$ cat config.mk
export PLATFORM = sky130hd
export DESIGN_NAME = pdr_regs
export DESIGN_NICKNAME = d
export VERILOG_FILES = /design/src/core/pdr_pkg.sv /design/src/core/pdr_cap_gate.sv /design/src/core/pdr_fault_trk.sv /design/src/core/pdr_regs.sv
export VERILOG_INCLUDE_DIRS = /design/src /design/src/core
export SDC_FILE = /design/constraint.sdc
export NUM_CORES = 1
export LEC_CHECK = 0
export BUFFER_PORTS_ARGS = -buffer_cell sky130_fd_sc_hd__buf_2
export CAP_MARGIN = 10
export CORE_ASPECT_RATIO = 0.7
export CORE_MARGIN = 2
export CORE_UTILIZATION = 30
export CTS_CLUSTER_DIAMETER = 200
export CTS_CLUSTER_SIZE = 30
export DETAILED_ROUTE_END_ITERATION = 10
export PLACE_DENSITY = 0.66
export SLEW_MARGIN = 40
export SYNTH_ARGS = -nofsm -noshare
export SYNTH_HDL_FRONTEND = slang
export SYNTH_SLANG_ARGS = --single-unit
$ cat constraint.sdc
create_clock -name core_clk -period 1.41 [get_ports core_clk]
set_clock_uncertainty 0.15 [all_clocks]
set_input_delay 0.0705 -clock core_clk [delete_from_list [all_inputs] [get_ports core_clk]]
set_output_delay 0.0705 -clock core_clk [all_outputs]
set_load 0.03 [all_outputs]
$ cat src/core/pdr_map.svh
// Register offsets, field layouts and reset values for the port diag/fault/remap bank.
// Assumes inclusion by bare name from the package and design modules.
`ifndef PDR_MAP_SVH
`define PDR_MAP_SVH
`define PDR_CMD_CAP_EN      8'h22
`define PDR_CMD_FAULT_RO    8'h24
`define PDR_CMD_FAULT_RC    8'h25
`define PDR_CMD_CHAN_MAP    8'h26
`define PDR_RST_CAP_EN      8'h00
`define PDR_RST_FAULT       8'h00
`define PDR_RST_CHAN_MAP    8'hE4
`define PDR_FC_NONE         2'h0
`define PDR_FC_BAD_DETECT   2'h1
`define PDR_FC_CLASS_ERR    2'h2
`define PDR_FC_NO_POWER     2'h3
`define PDR_CHANNELS        4
`endif

$ cat src/core/pdr_pkg.sv
// Types shared by the port diag/fault/remap bank.
// Assumes pdr_map.svh supplies the numeric constants.
`include "pdr_map.svh"
package pdr_pkg;
  // One register access from the command decoder
  typedef struct packed {
    logic       wr_stb;   // Write strobe, one cycle
    logic       rd_stb;   // Read strobe, one cycle
    logic [7:0] cmd;      // Command byte
    logic [7:0] wdata;    // Write data byte
  } pdr_req_type;
  // Per-channel turn-on event from the power sequencer
  typedef struct packed {
    logic       fail_stb;   // Failed turn-on attempt, one cycle
    logic [1:0] cause;      // Reported failure cause
    logic       off_stb;    // Channel turned off, one cycle
  } pdr_fault_ev_type;
  // Fault tracker state
  typedef struct packed {
    logic [7:0] code;   // Two bits per channel
  } pdr_fault_st_type;
  // Capacitance gate state
  typedef struct packed {
    logic [3:0] go;     // Per-channel capacitance measurement request
  } pdr_cap_st_type;
  // Top state
  typedef struct packed {
    logic [7:0] cap_en;
    logic [7:0] chan_map;
    logic [7:0] rdata;
    logic       rvalid;
    logic       clr;
  } pdr_top_st_type;
endpackage

$ cat src/core/pdr_cap_gate.sv
// Decides per channel whether a capacitance measurement follows detection.
// Assumes mode and detection results come from the detection engine.
`timescale 1ns/1ns
`include "pdr_map.svh"
module pdr_cap_gate #(
  parameter int NCH = `PDR_CHANNELS
) (
  input  wire logic           core_clk,
  input  wire logic           sys_rst,
  input  wire logic [NCH-1:0] cap_arm,
  input  wire logic [NCH-1:0] manual_mode,
  input  wire logic [NCH-1:0] res_done,
  input  wire logic [NCH-1:0] res_valid,
  output logic [NCH-1:0]      cap_go
);
  import pdr_pkg::*;
  pdr_cap_st_type st_q, st_d;

  // Request only in manual mode and only after an invalid signature
  always_comb begin
    st_d = st_q;
    st_d.go = cap_arm & manual_mode & res_done & ~res_valid;
  end

  // State register
  always_ff @(posedge core_clk or posedge sys_rst) begin
    if (sys_rst) begin
      st_q <= '0;
    end else begin
      st_q <= st_d;
    end
  end
  assign cap_go = st_q.go;

  // Never requested outside manual mode
  property p_manual_only;
    @(posedge core_clk) disable iff (sys_rst)
      cap_go[0] |-> $past(manual_mode[0]) && $past(cap_arm[0]);
  endproperty
  a_manual_only: assert property (p_manual_only) else $error("Cap outside manual");

  // Valid signature skips the measurement
  property p_skip_valid;
    @(posedge core_clk) disable iff (sys_rst)
      res_valid[1] |=> !cap_go[1];
  endproperty
  a_skip_valid: assert property (p_skip_valid) else $error("Cap after valid signature");
endmodule

$ cat src/core/pdr_fault_trk.sv
// Per-channel two-bit turn-on fault codes.
// Assumes one-cycle event strobes synchronous to core_clk.
`timescale 1ns/1ns
`include "pdr_map.svh"
module pdr_fault_trk #(
  parameter int NCH = `PDR_CHANNELS
) (
  input  wire logic                             core_clk,
  input  wire logic                             sys_rst,
  input  wire pdr_pkg::pdr_fault_ev_type [NCH-1:0] ev,
  input  wire logic [NCH-1:0]                   pec_flag,
  input  wire logic [NCH-1:0]                   alloc_deny,
  input  wire logic                             clr_all,
  output logic [2*NCH-1:0]                      code
);
  import pdr_pkg::*;
  pdr_fault_st_type st_q, st_d;

  // Next-state: a new fault beats a clear-on-read in the same cycle
  always_comb begin
    st_d = st_q;
    if (clr_all) begin
      st_d.code = '0;
    end
    for (int i = 0; i < NCH; i++) begin
      if (ev[i].off_stb) begin
        st_d.code[2*i +: 2] = `PDR_FC_NONE;
      end else if (ev[i].fail_stb && !pec_flag[i]) begin
        // Allocation refusal overrides the reported cause
        st_d.code[2*i +: 2] = alloc_deny[i] ? `PDR_FC_NO_POWER : ev[i].cause;
      end
    end
  end

  // State register
  always_ff @(posedge core_clk or posedge sys_rst) begin
    if (sys_rst) begin
      st_q <= '0;
    end else begin
      st_q <= st_d;
    end
  end
  assign code = st_q.code;

  // Off clears the channel code on the next edge
  property p_off_clears;
    @(posedge core_clk) disable iff (sys_rst)
      ev[0].off_stb |=> code[1:0] == 2'h0;
  endproperty
  a_off_clears: assert property (p_off_clears) else $error("Off did not clear fault");

  // Denied allocation reports insufficient power
  property p_deny;
    @(posedge core_clk) disable iff (sys_rst)
      ev[0].fail_stb && !ev[0].off_stb && !pec_flag[0] && alloc_deny[0]
      |=> code[1:0] == 2'h3;
  endproperty
  a_deny: assert property (p_deny) else $error("Deny not coded as no power");

  // Fault with change flag set leaves code alone
  property p_pec_hold;
    @(posedge core_clk) disable iff (sys_rst)
      ev[0].fail_stb && pec_flag[0] && !ev[0].off_stb && !clr_all
      |=> code[1:0] == $past(code[1:0]);
  endproperty
  a_pec_hold: assert property (p_pec_hold) else $error("Fault recorded with flag set");

  // Plain fault stores its cause
  property p_cause;
    @(posedge core_clk) disable iff (sys_rst)
      ev[1].fail_stb && !ev[1].off_stb && !pec_flag[1] && !alloc_deny[1]
      |=> code[3:2] == $past(ev[1].cause);
  endproperty
  a_cause: assert property (p_cause) else $error("Fault cause not stored");
endmodule

$ cat src/core/pdr_regs.sv
// Command-byte register bank: capacitance enable, turn-on fault cause, channel map.
// Assumes a command decoder delivers one-cycle read and write strobes.
// How it works
// - Write-only 22h arms capacitance per channel, even bits
// - Capacitance measured only in manual/diagnostic mode
// - Valid resistance signature skips capacitance measurement
// - Completion flags done, one cycle later
// - 24h reads faults plainly, 25h clears after read
// - Two-bit cause per channel after failed turn-on
// - Turning channel off clears its fault code
// - Start fault without change flag records cause
// - Denied power allocation reports insufficient power
// - 26h read/write map, four two-bit physical selects
`timescale 1ns/1ns
`include "pdr_map.svh"
module pdr_regs #(
  parameter int NCH = `PDR_CHANNELS
) (
  input  wire logic                             core_clk,
  input  wire logic                             sys_rst,
  input  wire pdr_pkg::pdr_req_type             req,
  input  wire pdr_pkg::pdr_fault_ev_type [NCH-1:0] fault_ev,
  input  wire logic [NCH-1:0]                   power_enable_change_flag,
  input  wire logic [NCH-1:0]                   alloc_deny,
  input  wire logic [NCH-1:0]                   manual_mode,
  input  wire logic [NCH-1:0]                   res_done,
  input  wire logic [NCH-1:0]                   res_valid,
  input  wire logic [NCH-1:0]                   cap_meas_done,
  output logic [7:0]                            rd_data,
  output logic                                  rd_valid,
  output logic [NCH-1:0]                        cap_measure_go,
  output logic [NCH-1:0]                        cap_done_pulse,
  output logic [7:0]                            port_channel_map
);
  import pdr_pkg::*;
  pdr_top_st_type st_q, st_d;
  logic [7:0]     fault_code;      // Live fault codes
  logic [NCH-1:0] cap_arm;         // Enable bits gathered from even positions
  logic [NCH-1:0] cap_go_w;        // Gate decision
  logic [NCH-1:0] done_q;          // Registered completion pulses

  // Gather capacitance enables from the even bit positions
  for (genvar i = 0; i < NCH; i++) begin : g_arm
    assign cap_arm[i] = st_q.cap_en[2*i];
  end

  // Fault tracker, cleared by a read of the clear-on-read command.
  // The clear acts on the capture edge itself: a delayed clear would wipe a
  // fault that landed on that edge before the host ever saw it.
  pdr_fault_trk #(.NCH(NCH)) u_fault (
    .core_clk   (core_clk),
    .sys_rst    (sys_rst),
    .ev         (fault_ev),
    .pec_flag   (power_enable_change_flag),
    .alloc_deny (alloc_deny),
    .clr_all    (st_d.clr),
    .code       (fault_code)
  );

  // Capacitance gate; the host is expected to have followed the arm sequence
  pdr_cap_gate #(.NCH(NCH)) u_cap (
    .core_clk    (core_clk),
    .sys_rst     (sys_rst),
    .cap_arm     (cap_arm),
    .manual_mode (manual_mode),
    .res_done    (res_done),
    .res_valid   (res_valid),
    .cap_go      (cap_go_w)
  );

  // Register next-state and read mux
  always_comb begin
    st_d        = st_q;
    st_d.rvalid = 1'b0;
    st_d.clr    = 1'b0;
    if (req.wr_stb) begin
      case (req.cmd)
        // Odd bits are reserved and kept at zero
        `PDR_CMD_CAP_EN:   st_d.cap_en = req.wdata & 8'h55;
        // Writes land unchecked; group must be off beforehand
        `PDR_CMD_CHAN_MAP: st_d.chan_map = req.wdata;
        default:           st_d = st_d;                      // Read-only or foreign commands
      endcase
    end
    if (req.rd_stb) begin
      st_d.rvalid = 1'b1;
      case (req.cmd)
        `PDR_CMD_FAULT_RO: st_d.rdata = fault_code;
        `PDR_CMD_FAULT_RC: begin
          st_d.rdata = fault_code;
          st_d.clr   = 1'b1;                            // Same-edge clear; new faults win
        end
        `PDR_CMD_CHAN_MAP: st_d.rdata = st_q.chan_map;
        // Write-only and unknown commands read as zero
        default:           st_d.rdata = 8'h00;
      endcase
    end
  end

  // State registers
  always_ff @(posedge core_clk or posedge sys_rst) begin
    if (sys_rst) begin
      st_q.cap_en   <= `PDR_RST_CAP_EN;
      st_q.chan_map <= `PDR_RST_CHAN_MAP;
      st_q.rdata    <= 8'h00;
      st_q.rvalid   <= 1'b0;
      st_q.clr      <= 1'b0;
      done_q        <= '0;
    end else begin
      st_q   <= st_d;
      done_q <= cap_meas_done;
    end
  end

  assign rd_data          = st_q.rdata;
  assign rd_valid         = st_q.rvalid;
  assign cap_measure_go   = cap_go_w;
  assign cap_done_pulse   = done_q;
  assign port_channel_map = st_q.chan_map;

  // Write to 22h lands masked on the next edge
  property p_cap_write;
    @(posedge core_clk) disable iff (sys_rst)
      req.wr_stb && req.cmd == 8'h22 |=> st_q.cap_en == ($past(req.wdata) & 8'h55);
  endproperty
  a_cap_write: assert property (p_cap_write) else $error("Cap enable write lost");

  // Plain fault read returns current codes
  property p_fault_ro;
    @(posedge core_clk) disable iff (sys_rst)
      req.rd_stb && req.cmd == 8'h24 |=> rd_valid && rd_data == $past(fault_code);
  endproperty
  a_fault_ro: assert property (p_fault_ro) else $error("Fault read wrong");

  // Clearing read empties codes unless a new fault lands
  property p_fault_rc;
    @(posedge core_clk) disable iff (sys_rst)
      req.rd_stb && req.cmd == 8'h25 && fault_ev == '0 |=> st_q.clr && fault_code == 8'h00;
  endproperty
  a_fault_rc: assert property (p_fault_rc) else $error("Clear on read failed");

  // Map write reads back
  property p_map_rw;
    @(posedge core_clk) disable iff (sys_rst)
      req.wr_stb && req.cmd == 8'h26 |=> port_channel_map == $past(req.wdata);
  endproperty
  a_map_rw: assert property (p_map_rw) else $error("Map write lost");

  // Completion pulse follows measurement done by one cycle
  property p_done;
    @(posedge core_clk) disable iff (sys_rst)
      cap_meas_done[0] |=> cap_done_pulse[0];
  endproperty
  a_done: assert property (p_done) else $error("Done pulse missing");
endmodule

After elaboration in Yosys (flattened, before gate mapping)
Cells that the tools add are included.
W data, S select, Z words.
{ "totals": {"inputBits": 60, "output_inout_bits": 25, "reg_bits": 37, "elab_cells": 49, "ram_bits": 0, "mem_bits_ro": 0, "memories": 0, "latchBits": 0} }
{ "op_classes": {"div": 0, "bitwise": 4, "addsub": 0, "reduce_logical": 15, "n_shift": 0, "n_lt_le_gt_ge": 0, "multipliers": 0, "n_eq_ne": 4, "mux": 16} }
{ "op_table": {"columns": ["cell", "n"], "rows": [
  ["$eq A8 B6 Y1 const B", 4],
  ["$mux W2", 12],
  ["$pmux W8 S2", 1],
  ["$and A4 B4 Y4", 3],
  ["$reduce_bool A3 Y1", 4],
  ["$mux W10", 1],
  ["$mux W8", 1],
  ["$logic_and A1 B1 Y1", 4],
  ["$logic_not A1 Y1", 4],
  ["$not A4 Y4", 1],
  ["$reduce_and A2 Y1", 2],
  ["$reduce_or A2 Y1", 1],
  ["$mux W1", 1]
]} }

Depth between registers and ports, before layout
{ "depth": {"ltp_word": 7, "depth_mapped": 4, "depth_no_buf": 3} }

By module
A second synthesis with hierarchy kept.
{ "hier_totals": {"hier_cells": 129, "area_unflattened_um2": 1611.5} }
{ "modules_own_cells": {"columns": ["mod", "cells_each", "area_each_um2", "n_inst", "seq_area_each_um2"], "rows": [
  ["pdr_regs", 83, 1058.5, 1, 630.6],
  ["pdr_fault_trk", 37, 409.1, 1, 200.2],
  ["pdr_cap_gate", 9, 143.9, 1, 100.1]
]} }

Worst setup path after synthesis
OpenSTA, ideal clock, no wires.
{ "synth_path": {"path_type": "in2reg", "startpoint": "input req[12] (netlist bit)", "endpoint": "register st_q, in the netlist port_channel_map[0]", "cell_stages": 4, "slack_ns": -0.288, "t_arrival_ns": 1.424, "setup_time_ns": 0.125, "path_cell_list": "or4b_1 -> buf_6 -> nor3_4 -> mux2_2"} }
{ "synth_between": {"elab_chain_len": 2} }
{ "synth_rtl": {"columns": ["element", "line", "source"], "rows": [
  ["start: declaration", "pdr_regs.sv:21", "input wire pdr_pkg::pdr_req_type req,"],
  ["$eq A8 B6 Y1", "pdr_regs.sv:77", "case (req.cmd)"],
  ["$reduce_and A2 Y1 (no source line)", null, null],
  ["end signal: assignment", "pdr_regs.sv:110", "st_q <= st_d;"],
  ["end: declaration", "pdr_regs.sv:36", "pdr_top_st_type st_q, st_d;"]
]} }
No other way between the ends.
A chain may end at the register's enable or synchronous reset.

Worst setup path after layout
{ "layout_path": {"startpoint": "input req[14] (netlist bit)", "endpoint": "register st_q, in the netlist cap_arm[2]"} }
The elaborated chain is that of the path after synthesis.

==> impl_results.md <==
* Endpoints failing setup at 4
* RSZ-0062 raised after global routing: yes
* Max cap viols at 0
* Clk sinks at 37
* Leakage at 1.421 nW
* Port bufs at 84
* Status: finished, violations left
* Syn avg cell area at 12.45 µm²
* Cells after synthesis at 131
* CP arrival at 1450 ps
* Cell depth of the worst flop-to-flop path at 2
* Relative slew slack at 69.04%
* Post-route ant nets at 0
* Max Buffers Root-to-Sink at 2
* DPL Wire Length at 3134 µm
* Fillers at 472
* Reg clk slew, reported paths at 70 ps
* Cell taking the most area after synthesis: dfrtp_1
* Clk Latency, worst-skew pair at 280 ps
* Min Clock Period, post-route at 1432 ps
* Post-synthesis sequential area ratio at 57.06%
* Root buffer cell: clkbuf_8
* Worst path slowest cell: or4b_4
* #FFs+latches synth at 37
* Initial antenna violation count at 0
* Residual DRC at 0
* Maximum VDD drop at 0.3625 mV
* Die Ht at 65.70 µm
* Vias post-DR at 1,582
* Wire length per cell at 13.48 µm
* Initial core utilization at 31.20%
* Final core utilization at 53.71%
* Place WS at -367.4 ps
* DR vias/cell at 4.533
* Dpl cells at 294
* Site Rows at 22
* Pin count of the biggest net entering global routing at 38
* Yosys top cell area share at 50.61%
* Core area at 5230 µm²
* Worst hold path type: input port to register
* Worst hold slack at 71.07 ps
* Distinct cells, synth at 22
* CTS HTree Levels at 2
* Layout area overhead at 72.16%
* Slowest stage delay, CP at 590 ps
* Finished Layout Cells at 349
* Setup crit end kind: register
* Syn nets at 191
* Placer congestion estimate at 0.7781
* First-pass GRT wire length at 7900 µm
* Final instance area at 2809 µm²
* Final hold viol count at 0
* Nets at 336
* CTS Buf Count at 5
* Setup tns final at -72.64 ps
* Crit-path cells: buf_6, or4b_4, nor4_4, buf_4, mux2_4
* DP Area at 2218 µm²
* Pwr/cell area at 791.4 nW/µm²
* Failing checks: setup timing
* R2R Setup Slk at 40 ps
* CTS tree: done
* Vias in the first global route at 1,754
* Setup slack after layout at -22.42 ps
* Pre-Repair DR Iteration Count at 4
* DIE WIDTH at 92.15 µm
* DR iter-0 viols at 33
* WHS Path Cells at 4
* Post-Synthesis Cell Area at 1632 µm²
* Measured slew at the worst slew-check pin at 452.7 ps
* CP Class: input port to register
* I/O pins at 85
* Final wirelength at 4703 µm
* Total power at 2.223 mW
* Final Cycle Share at 101.6%
* Die area at 6054 µm²
* GR Util All Layers at 16.88%
* Diodes inserted at 0
* Final global-route overflow total at 0
* CP Launch Type: input port
* Layout cells sized above 1 at 46.57%
* Critical Path RT at 1430 ps
* Max-slew violation count at 0
* Yosys warns at 0
* Achievable Freq at 698.1 MHz
* Top cells by area, synth: dfrtp_1, mux2_2, dfstp_2, nand3b_1, nand2b_1
* Crit-path max FO at 5
==> synthesized netlist by cell type <==
master,instances
dfrtp_1,33
nand3b_1,13
mux2_2,12
nand2b_1,9
nor2_1,8
o22ai_1,8
nand2_1,5
nor2b_1,5
or2_2,5
a2111oi_0,4
a21o_1,4
a21oi_1,4
and4b_1,4
dfstp_2,4
o31ai_1,4
inv_1,2
nor4_4,2
buf_1,1
buf_6,1
clkbuf_1,1
nor3_4,1
or4b_1,1
==> what timing repair did <==
item                                   in CTS  in global routing
setup endpoints to repair                   4                 14
resized for setup                           5                  6
hold buffers                               47                  1
endpoints found under the hold margin      66                  2
gates cloned                                0                  0
pin swaps                                   0                  1
setup buffers                               1                  1
==> cell type report <==
cell class / count / area (µm²) / area share (%)
repair buffers: 141 / 993.5 / 35.37
multi-input cells: 89 / 704.4 / 25.08
clock inverters: 2 / 10.01 / 0.3563
flip-flops and latches: 37 / 930.9 / 33.14
inverters: 2 / 7.507 / 0.2673
well taps: 72 / 90.09 / 3.207
clock buffers: 6 / 72.57 / 2.584
==> final timing paths <==
kind                                        to                         from
max in group asynchronous  port_channel_map[7]                      sys_rst
setup / recovery                    cap_arm[2]                      req[14]
min in group asynchronous  port_channel_map[1]                      sys_rst
setup reg to reg               u_cap.cap_go[3]                   cap_arm[3]
hold / removal                 u_fault.code[4]  power_enable_change_flag[2]
hold reg to reg                     rd_data[1]                   rd_data[1]
==> cell usage in the layout (no fill, tap or decap), types with 2 or more instances in the layout <==
master and n:
a2111oi_0 2, a21o_1 4, a21oi_1 4, and4b_1 4, buf_2 82, buf_4 9, buf_6 4, clkbuf_8 5
clkinv_2 2, dfrtp_1 33, dfstp_2 4, dlygate4sd3_1 45, inv_1 2, mux2_2 7, mux2_4 5, nand2_1 5
nand2b_1 9, nand3b_1 13, nor2_1 8, nor2b_1 5, nor4_4 2, o22ai_1 8, o31ai_1 4, or2_2 5
==> routing by layer <==
metal | track usage, % | up-vias | routed length [µm]
li1 | - | 771 | -
met1 | 20.22 | 760 | 2102
met2 | 29.87 | 47 | 2286
met3 | 4.817 | 4 | 263
met4 | 4.851 | 0 | 51
met5 | 0 | - | 0
==> state kept, by name, indices dropped and copies added (netlist names) <==
name              count
port_channel_map      8
rd_data               8
u_fault.code          8
cap_arm               4
cap_done_pulse        4
u_cap.cap_go          4
rd_valid              1
==> report_power, final <==
group | total, mW | switching, mW | leakage (nW) | internal, mW
Combinational | 0.394 | 0.172 | 0.891 | 0.223
Clock | 0.701 | 0.359 | 0.0450 | 0.342
Sequential | 1.13 | 0.0232 | 0.485 | 1.10
Total | 2.22 | 0.553 | 1.42 | 1.67
==> worst max-delay path, delay by kind of cell <==
family / cells / cell delay (ps)
buffers and inverters: 2 / 270
multiplexers: 1 / 300
AND/OR/NAND/NOR: 2 / 810
==> kinds of logic (layout without fill, tap and decap cells) <==
kind of cell | Yosys count | after routing | synth area share (%)
and+or+nand+nor | 53 | 53 | 22.93
DFF | 37 | 37 | 57.06
AOI/OAI and AO/OA | 24 | 24 | 10.12
muxes | 12 | 12 | 8.282
buffers and inverters | 5 | 151 | 1.610
Power figures use the tool's default switching activity.
